## config.mk

```make
export PLATFORM = sky130hd
export DESIGN_NAME = or_move_instruction_exec
export DESIGN_NICKNAME = d
export VERILOG_FILES = /design/src/logic/or_move_pkg.sv /design/src/logic/or_move_instruction_exec.sv
export SDC_FILE = /design/constraint.sdc
export NUM_CORES = 1
export LEC_CHECK = 0
export ABC_CLOCK_PERIOD_IN_PS = 1570
export BUFFER_PORTS_ARGS = -buffer_cell sky130_fd_sc_hd__buf_4
export CAP_MARGIN = 30
export CORE_UTILIZATION = 46
export DETAILED_ROUTE_END_ITERATION = 16
export PLACE_DENSITY = 0.78
export SLEW_MARGIN = 40
export SYNTH_ARGS = -nofsm -noshare
export SYNTH_HDL_FRONTEND = slang
export SYNTH_SLANG_ARGS = --single-unit
```

## constraint.sdc

```tcl
create_clock -name clk_i -period 1.57 [get_ports clk_i]
set_clock_uncertainty 0.2 [all_clocks]
set_input_delay 0 -clock clk_i [delete_from_list [all_inputs] [get_ports clk_i]]
set_output_delay 0 -clock clk_i [all_outputs]
set_load 0.01 [all_outputs]
```

## src/logic/or_move_pkg.sv

```systemverilog
// Purpose: Constants and carrier types for the OR/move execute block
// Assumes: 14-bit instruction words, 8-bit data, 7-bit file addresses
// Notes:   Opcode patterns are matched on the upper bits of the word, option load on the whole word
package or_move_pkg;

    // ------------------------------------------------------------------
    // Widths and field positions
    // ------------------------------------------------------------------
    localparam int INSN_W     = 14;
    localparam int DATA_W     = 8;
    localparam int ADDR_W     = 7;
    localparam int DEST_BIT   = 7;
    localparam int ADDR_LSB   = 0;

    // ------------------------------------------------------------------
    // Opcode patterns
    // ------------------------------------------------------------------
    localparam logic [5:0]  OP6_OR_FILE    = 6'h04; // 00 0100
    localparam logic [5:0]  OP6_MOVE_FILE  = 6'h08; // 00 1000
    localparam logic [6:0]  OP7_STORE_W    = 7'h01; // 00 0000 1
    localparam logic [13:0] OP_OPTION_LOAD = 14'h0062;

    // ------------------------------------------------------------------
    // Reset values
    // ------------------------------------------------------------------
    localparam logic [7:0] W_RESET      = 8'h00;
    localparam logic [7:0] OPTION_RESET = 8'hFF;
    localparam logic [7:0] DATA_ZERO    = 8'h00;

    // Decoded operation
    typedef enum logic [2:0] {
        OP_NONE,
        OP_OR_WORKING_WITH_FILE,
        OP_MOVE_FROM_FILE,
        OP_STORE_WORKING_TO_FILE,
        OP_OPTION_LOAD_W
    } exec_op_t;

    // File register write request
    typedef struct packed {
        logic             en;
        logic [ADDR_W-1:0] addr;
        logic [DATA_W-1:0] data;
    } file_wr_t;

    // Zero flag update request
    typedef struct packed {
        logic en;
        logic value;
    } zero_upd_t;

endpackage : or_move_pkg

```

## src/logic/or_move_instruction_exec.sv

```systemverilog
// Purpose: Decode and execute four single-cycle data-move instructions
// Assumes: File read data is combinational on the address in insn_i
// Notes:   One instruction per clock; other opcodes are ignored here
//
// Overview of operation
// RULE1: OR working with file, zero flag follows
// RULE2: Destination clear puts OR result in working
// RULE3: Destination set writes OR result to file
// RULE4: Move from file passes value, zero follows
// RULE5: Destination clear loads file value to working
// RULE6: Destination set rewrites same file, tests zero
// RULE7: Store working to file, flags untouched
// RULE8: Option load from working; all one cycle
`timescale 1ns/1ps

module or_move_instruction_exec
    import or_move_pkg::*;
(
    input  wire logic              clk_i,         // Core clock
    input  wire logic              reset_i,       // Sync reset, high
    input  wire logic              insn_valid_i,  // Instruction present
    input  wire logic [INSN_W-1:0] insn_i,        // Instruction word
    input  wire logic [DATA_W-1:0] file_rdata_i,  // Read data of file
    output file_wr_t               file_wr_o,     // File write request
    output zero_upd_t              zero_upd_o,    // Zero flag update
    output logic [DATA_W-1:0]      working_o,     // Working register
    output logic [DATA_W-1:0]      option_o,      // Option register
    output logic                   done_o         // Instruction retired
);

    // ------------------------------------------------------------------
    // Decode
    // ------------------------------------------------------------------
    function automatic exec_op_t decode(input logic [INSN_W-1:0] w);
        exec_op_t                      op;
        logic [$bits(OP6_OR_FILE)-1:0] top6;
        logic [$bits(OP7_STORE_W)-1:0] top7;
        op   = OP_NONE;
        top6 = w[INSN_W-1 -: $bits(top6)];
        top7 = w[INSN_W-1 -: $bits(top7)];
        if (top6 == OP6_OR_FILE) begin
            op = OP_OR_WORKING_WITH_FILE;
        end else if (top6 == OP6_MOVE_FILE) begin
            op = OP_MOVE_FROM_FILE;
        end else if (top7 == OP7_STORE_W) begin
            op = OP_STORE_WORKING_TO_FILE;
        end else if (w == OP_OPTION_LOAD) begin
            op = OP_OPTION_LOAD_W;
        end
        return op;
    endfunction : decode

    exec_op_t          op;
    logic              dest_file;
    logic [ADDR_W-1:0] faddr;

    // Field extraction; file read address is the raw low bits
    assign op        = insn_valid_i ? decode(insn_i) : OP_NONE;
    assign dest_file = insn_i[DEST_BIT];
    assign faddr     = insn_i[ADDR_LSB +: ADDR_W];

    // ------------------------------------------------------------------
    // Execute state
    // ------------------------------------------------------------------
    file_wr_t          next_file_wr;
    zero_upd_t         next_zero_upd;
    logic [DATA_W-1:0] next_working;
    logic [DATA_W-1:0] next_option;
    logic              next_done;
    logic [DATA_W-1:0] result;

    // Compute result, destination and flag for the decoded op
    always_comb begin
        next_file_wr  = '0;
        next_zero_upd = '0;
        next_working  = working_o;
        next_option   = option_o;
        next_done     = 1'b0;
        result        = DATA_ZERO;
        unique case (op)
            OP_NONE: begin
            end
            OP_OR_WORKING_WITH_FILE: begin
                result              = working_o | file_rdata_i;   // [RULE1]
                next_zero_upd.en    = 1'b1;
                next_zero_upd.value = (result == DATA_ZERO);       // [RULE1]
                next_done           = 1'b1;                         // [RULE8]
                if (dest_file) begin
                    next_file_wr.en   = 1'b1;                       // [RULE3]
                    next_file_wr.addr = faddr;
                    next_file_wr.data = result;
                end else begin
                    next_working = result;                          // [RULE2]
                end
            end
            OP_MOVE_FROM_FILE: begin
                result              = file_rdata_i;                 // [RULE4]
                next_zero_upd.en    = 1'b1;
                next_zero_upd.value = (result == DATA_ZERO);       // [RULE4]
                next_done           = 1'b1;                         // [RULE8]
                if (dest_file) begin
                    next_file_wr.en   = 1'b1;                       // [RULE6]
                    next_file_wr.addr = faddr;
                    next_file_wr.data = result;
                end else begin
                    next_working = result;                          // [RULE5]
                end
            end
            OP_STORE_WORKING_TO_FILE: begin
                next_file_wr.en   = 1'b1;                           // [RULE7]
                next_file_wr.addr = faddr;
                next_file_wr.data = working_o;
                next_done         = 1'b1;                           // [RULE8]
            end
            OP_OPTION_LOAD_W: begin
                next_option = working_o;                            // [RULE8]
                next_done   = 1'b1;
            end
        endcase
    end

    // Register all outputs
    always_ff @(posedge clk_i) begin
        if (reset_i) begin
            file_wr_o  <= '0;
            zero_upd_o <= '0;
            working_o  <= W_RESET;
            option_o   <= OPTION_RESET;
            done_o     <= 1'b0;
        end else begin
            file_wr_o  <= next_file_wr;
            zero_upd_o <= next_zero_upd;
            working_o  <= next_working;
            option_o   <= next_option;
            done_o     <= next_done;
        end
    end

    // ------------------------------------------------------------------
    // Assertions
    // ------------------------------------------------------------------
    // OR reports zero from the OR of W and f
    a_or_zero_flag: assert property ( // [RULE1]
        @(posedge clk_i) disable iff (reset_i)
        op == OP_OR_WORKING_WITH_FILE |=> zero_upd_o.en &&
        zero_upd_o.value ==
            (($past(working_o) | $past(file_rdata_i)) == DATA_ZERO))
        else $error("OR zero flag wrong");

    // OR with destination clear lands in W only
    a_or_to_working: assert property ( // [RULE2]
        @(posedge clk_i) disable iff (reset_i)
        op == OP_OR_WORKING_WITH_FILE && !dest_file |=> !file_wr_o.en &&
        working_o == ($past(working_o) | $past(file_rdata_i)))
        else $error("OR to working wrong");

    // OR with destination set writes back to f, W kept
    a_or_to_file: assert property ( // [RULE3]
        @(posedge clk_i) disable iff (reset_i)
        op == OP_OR_WORKING_WITH_FILE && dest_file |=> file_wr_o.en &&
        file_wr_o.addr == $past(faddr) && working_o == $past(working_o) &&
        file_wr_o.data == ($past(working_o) | $past(file_rdata_i)))
        else $error("OR to file wrong");

    // Move reports zero from the file value
    a_move_zero_flag: assert property ( // [RULE4]
        @(posedge clk_i) disable iff (reset_i)
        op == OP_MOVE_FROM_FILE |=> zero_upd_o.en &&
        zero_upd_o.value == ($past(file_rdata_i) == DATA_ZERO))
        else $error("Move zero flag wrong");

    // Move with destination clear loads W, no write
    a_move_to_working: assert property ( // [RULE5]
        @(posedge clk_i) disable iff (reset_i)
        op == OP_MOVE_FROM_FILE && !dest_file |=>
        working_o == $past(file_rdata_i) && !file_wr_o.en)
        else $error("Move to working wrong");

    // Move with destination set rewrites the same f, W kept
    a_move_to_file: assert property ( // [RULE6]
        @(posedge clk_i) disable iff (reset_i)
        op == OP_MOVE_FROM_FILE && dest_file |=> file_wr_o.en &&
        file_wr_o.addr == $past(faddr) &&
        file_wr_o.data == $past(file_rdata_i) && working_o == $past(working_o))
        else $error("Move to file wrong");

    // Store copies W to f with no flag update
    a_store_working: assert property ( // [RULE7]
        @(posedge clk_i) disable iff (reset_i)
        op == OP_STORE_WORKING_TO_FILE |=> file_wr_o.en &&
        file_wr_o.data == $past(working_o) && !zero_upd_o.en &&
        file_wr_o.addr == $past(faddr))
        else $error("Store working wrong");

    // Store leaves W and option alone
    a_store_keeps_regs: assert property ( // [RULE7]
        @(posedge clk_i) disable iff (reset_i)
        op == OP_STORE_WORKING_TO_FILE |=> working_o == $past(working_o) &&
        option_o == $past(option_o))
        else $error("Store changed a register");

    // Option load copies W, keeps W, no write, no flag
    a_option_load: assert property ( // [RULE8]
        @(posedge clk_i) disable iff (reset_i)
        op == OP_OPTION_LOAD_W |=> option_o == $past(working_o) &&
        working_o == $past(working_o) &&
        done_o && !zero_upd_o.en && !file_wr_o.en)
        else $error("Option load wrong");

    // Each of the four retires one edge after it is taken
    a_four_done: assert property ( // [RULE8]
        @(posedge clk_i) disable iff (reset_i)
        op != OP_NONE |=> done_o)
        else $error("Instruction not retired");

    // Option changes only on the option load
    a_opt_only_load: assert property ( // [RULE8]
        @(posedge clk_i) disable iff (reset_i)
        op != OP_OPTION_LOAD_W |=> option_o == $past(option_o))
        else $error("Option changed unasked");

    // Idle slots and other words leave no trace
    a_refused_quiet: assert property ( // [RULE8]
        @(posedge clk_i) disable iff (reset_i)
        op == OP_NONE |=> !done_o && !file_wr_o.en && !zero_upd_o.en &&
        working_o == $past(working_o))
        else $error("Refused word had an effect");

    // Reset puts every output at its idle value one edge later
    a_reset_values: assert property (@(posedge clk_i)
        reset_i |=> working_o == W_RESET && option_o == OPTION_RESET &&
        !done_o && !file_wr_o.en && !zero_upd_o.en)
        else $error("Reset values wrong");

endmodule : or_move_instruction_exec

```

* After elaboration in Yosys (flattened, before gate mapping)
Cells that the tools add are included.
** Word-level totals
- Output and inout bits :: 35
- Word-level logic and storage cells :: 37
- Input port bits :: 25
- Register bits :: 35
** Cells by class
- Equal/unequal tests :: 10
- Bitwise logic cells :: 1
- Muxes and demuxes :: 13
- Reduce and logical (&&, ||, !) cells :: 5
** Operators with widths (number)
- 16-bit one-hot mux with 3 select lines :: 1
- 16-bit two-way mux :: 2
- 8-bit zero test :: 2
- 8-bit two-way mux :: 2
- 8-bit one-hot mux with 2 select lines :: 1
- 3-bit two-way mux :: 5
- 14-bit by 7-bit == test with 1-bit output, second input constant :: 1
- 8-bit OR :: 1
- 7-bit by 1-bit == test with 1-bit output, second input constant :: 1
- 3-bit by 2-bit == test with 1-bit output, second input constant :: 2
- 6-bit by 3-bit == test with 1-bit output, second input constant :: 1
- 6-bit by 4-bit == test with 1-bit output, second input constant :: 1
- 2-bit != test, second input constant :: 2
- 2-bit one-hot mux with 2 select lines :: 1
- 4-bit OR reduction :: 1
- 3-bit by 1-bit == test with 1-bit output, second input constant :: 1
- 3-bit == test, second input constant :: 1
- 3-bit AND reduction :: 1
- 2-bit nonzero test :: 1
- 1-bit two-way mux :: 1

* Longest topological paths before layout
- Depth after elaboration :: 9
- Mapped depth :: 5
- Mapped depth without buffers :: 3

* Worst setup path before layout
No wires, ideal clock.
- Path type :: input-to-reg
- Start :: input insn_i[10]
- End :: register option_o[0]
- Buffers on the path :: 2
- Setup slack :: 296 ps
- Arrival :: 1002 ps
- Stages :: 5
- Required time :: 1298 ps
- Setup time :: 72 ps
- Cells stage by stage :: buf_2 > nor4b_1 > and4_1 > buf_6 > mux2i_1
** On the way
- Cells in the longest elaborated chain, start to end :: 7
- Elaborated cells on any way between the ends :: 10
- Those cells by class :: 5 x eq/ne; 5 x mux
** Ends and longest elaborated chain
- from (decl) :: line or_move_instruction_exec.sv:22 : input wire logic [INSN_W-1:0] insn_i,
- 14-bit by 7-bit == test with 1-bit output :: line or_move_instruction_exec.sv:47 : end else if (w == OP_OPTION_LOAD) begin
- 3-bit two-way mux :: line or_move_instruction_exec.sv:47
- 3-bit two-way mux :: line or_move_instruction_exec.sv:45 : end else if (top7 == OP7_STORE_W) begin
- 3-bit two-way mux :: line or_move_instruction_exec.sv:43 : end else if (top6 == OP6_MOVE_FILE) begin
- 3-bit two-way mux (*) :: line or_move_instruction_exec.sv:41 : if (top6 == OP6_OR_FILE) begin
- 3-bit two-way mux (*) :: line or_move_instruction_exec.sv:58 : assign op = insn_valid_i ? decode(insn_i) : OP_NONE;
- 3-bit == test (*) :: line or_move_instruction_exec.sv:80 : unique case (op)
- to (signal assigned) :: line or_move_instruction_exec.sv:134 : option_o <= next_option;
- to (decl) :: line or_move_instruction_exec.sv:27 : output logic [DATA_W-1:0] option_o,
Every way passes the cells marked *; elsewhere a longest branch is shown, timed or not.
A chain may end at the register's enable or synchronous reset.

* Worst setup path in the final report
- Start :: register working_o[1]
- End :: register file_wr_o[1] (netlist bit)
** On the way
- Cells in the longest elaborated chain, start to end :: 3
** Ends and longest elaborated chain
- from (decl) :: line or_move_instruction_exec.sv:26 : output logic [DATA_W-1:0] working_o,
- from (signal assigned) :: line or_move_instruction_exec.sv:133 : working_o <= next_working;
- 8-bit OR :: line or_move_instruction_exec.sv:84 : result = working_o | file_rdata_i;
- 16-bit two-way mux :: line or_move_instruction_exec.sv:88 : if (dest_file) begin
- 16-bit one-hot mux with 3 select lines (*) :: line or_move_instruction_exec.sv:80
- to (signal assigned) :: line or_move_instruction_exec.sv:131 : file_wr_o <= next_file_wr;
- to (decl) :: line or_move_instruction_exec.sv:24 : output file_wr_t file_wr_o,
Marked as above.

==> impl_metrics.tcl <==
set metrics [dict create \
    pwr_density_cell_nw_per_um2 688 \
    synth_area_per_cell_um2 9.78 \
    dieHeight_um 56.6 \
    multi_input_area_um2 643 \
    area_growth_pct 68.3 \
    cp-end-kind "register" \
    ir_drop_v 0.000796 \
    max_cap_violations 0 \
    syn_inst 140 \
    gp_congestion 0.895 \
    dp.cells 228 \
    io_pins 60 \
    grt_usage_pct 29.6 \
    grt_max_degree 21 \
    route.detailed.drc 0 \
    dpl.hpwl_um 2380 \
    die_area_um2 3200 \
    finalMaxSlewViolations 0 \
    die_w_um 56.6 \
    crit_type "register to register" \
    ys_seq_area_share_pct 51.2 \
    worst_pin_slew_ns 0.709 \
    clk_latency_ns 0.33 \
    fmax_mhz 629 \
    antenna_found_initial 0 \
    fin_util_pct 82.8 \
    worstPathMaxFanout 5 \
    crit_required_ns 1.59 \
    syn_nets 165 \
    synth_area_um2 1370 \
    clock-sinks 35 \
    yosysTopAreaCellShare_pct 51.2 \
    yosysTopAreaCell "dfxtp_1" \
    h-tree-depth 2 \
    layout.cells.non_filler 273 \
    p_leak_nw 1.04 \
    via_per_inst 5.64 \
    drive_above_1_share_pct 37.2 \
    violations "setup timing" \
    synth_area_leaders "dfxtp_1, nor2_1, mux2i_1" \
    critPathLaunchType "register" \
    io_buffers 59 \
    fin_crit_ns 1.59 \
    ys_seq_elements 35 \
    hp-class "input pin to register" \
    grt_pass1_vias 1535 \
    max_slew_margin_pct 52.7 \
    synth_cell_type_count 27 \
    finalWirelength_um 4630 \
    rsz0062_at_grt "true" \
    core-area_um2 2780 \
    outcome "finished, violations left" \
    cts_max_path_buffers 2 \
    dr.pass1.iters 4 \
    hold_viol 0 \
    ys_warn_count 0 \
    clkTransAtPathRegs_ns 0.11 \
    grt_pass1_wl_um 7240 \
    min_period_over_period_pct 101 \
    rows 19 \
    start_util_pct 49.2 \
    setup-violations-final 1 \
    fin_nets 266 \
    root_buffer "clkbuf_4" \
    vias 1540 \
    regArea_um2 712 \
    fin_ws_ns -0.0200 \
    num-fill-cells 152 \
    numCtsBuffers 5 \
    grt.overflow.total 0 \
    diodes 0 \
    drtIter0Drc 74 \
    worst_hold_slack_ns 0.0168 \
    arrival_ns 1.61 \
    cts_tree "done" \
    ant_nets 0 \
    wl_per_cell_um 17.0 \
]
-- cells in the mapped netlist --
cell type,n
a21oi_1,11
a2bb2oi_1,2
a41oi_2,1
and3_1,7
and4_1,1
and4b_1,1
and4b_2,1
buf_2,2
buf_6,1
clkbuf_1,3
clkinv_1,1
dfxtp_1,35
inv_1,1
mux2i_1,8
nand2_1,9
nand2b_1,1
nand4_1,4
nand4b_2,2
nor2_1,25
nor2b_1,7
nor3_1,1
nor4_1,4
nor4_4,1
nor4b_1,1
o2bb2ai_1,8
or3_1,1
xor2_2,1
-- routing by layer --
layer	vias to the layer above	part of all wire, %	wire length, um	track usage [%]
met3	22	6.9	321	8.53
met4	0	3.5	163	16.0
met2	98	48	2210	48.2
met5	-	0	0	0
li1	700	-	-	-
met1	720	42	1940	35.0
-- timing repair --
| item | CTS | global route |
|---|---|---|
| resized for setup | 0 | 15 |
| hold buffers | 35 | 1 |
| setup endpoints to repair | 0 | 27 |
| endpoints found under the hold margin | 35 | 2 |
| buffers inserted | 0 | 4 |
-- kinds of logic after synthesis --
logic type             after synthesis  share of synthesized area, %
multiplexers                         8                          5.85
buffers and inverters                8                          2.92
AND/OR/NAND/NOR                     66                          27.2
AO/OA/AOI/OAI                       22                          11.6
flip-flops                          35                          51.2
XOR/XNOR                             1                          1.19
-- sequential cells by signal (all words and copies together) (netlist names) --
| register | count |
|---|---|
| file_wr_o | 16 |
| option_o | 8 |
| working_o | 8 |
| zero_upd_o | 2 |
| done_o | 1 |
-- worst max-delay path, stage by stage, from the launching register on --
cell and delay (ns):
dfxtp_2 0.36, nor2b_2 0.16, a21oi_1 0.13, dlygate4sd3_1 0.57
nor2_1 0.05
-- layout make-up --
cell class | count | share of cell area [%]
Tap cell | 31 | 1.68
Inverter | 2 | 0.326
Timing Repair Buffer | 100 | 36.7
Sequential cell | 35 | 30.9
Clock buffer | 5 | 1.63
Clock inverter | 3 | 0.869
Multi-Input combinational cell | 97 | 27.9
-- stage by stage --
stage                     setup slack [ns]  setup TNS (ns)  total power [mW]  cell area [um2]
after floorplan                      0.296               0             0.979             1370
after global placement              0.0632               0              1.06             1850
after detailed placement           -0.0599          -0.290              1.06             1850
after CTS                        0.0000565               0              1.57             2260
after global routing               -0.0504          -0.294              1.64             2300
final                              -0.0200         -0.0200              1.58             2300
-- report_power, final --
part / internal (mW) / switching (mW) / total [mW]
sequential: 0.886 / 0.00188 / 0.888
combinational: 0.116 / 0.103 / 0.219
clock: 0.171 / 0.306 / 0.477
total: 1.17 / 0.411 / 1.58
-- layout by cell type, fill, tap and decap left out, types with 4 or more instances in the layout --
| cell | instances |
|---|---|
| a21oi_1 | 11 |
| and3_1 | 6 |
| buf_4 | 66 |
| clkbuf_4 | 5 |
| dfxtp_1 | 30 |
| dlygate4sd3_1 | 30 |
| mux2i_1 | 8 |
| nand2_1 | 9 |
| nand4_1 | 4 |
| nor2_1 | 25 |
| nor2b_1 | 6 |
| o2bb2ai_1 | 8 |
-- worst paths after layout --
path	startpoint	end	slack, ns	cells past startpoint
max	working_o[1]	file_wr_o[1]	-0.02	4
min	insn_i[10]	file_wr_o[8]	0.02	3
max reg2reg	working_o[1]	file_wr_o[1]	-0.02	4
min reg2reg	working_o[1]	working_o[1]	0.32	1
No activity file was read; power rests on OpenSTA's default activity.
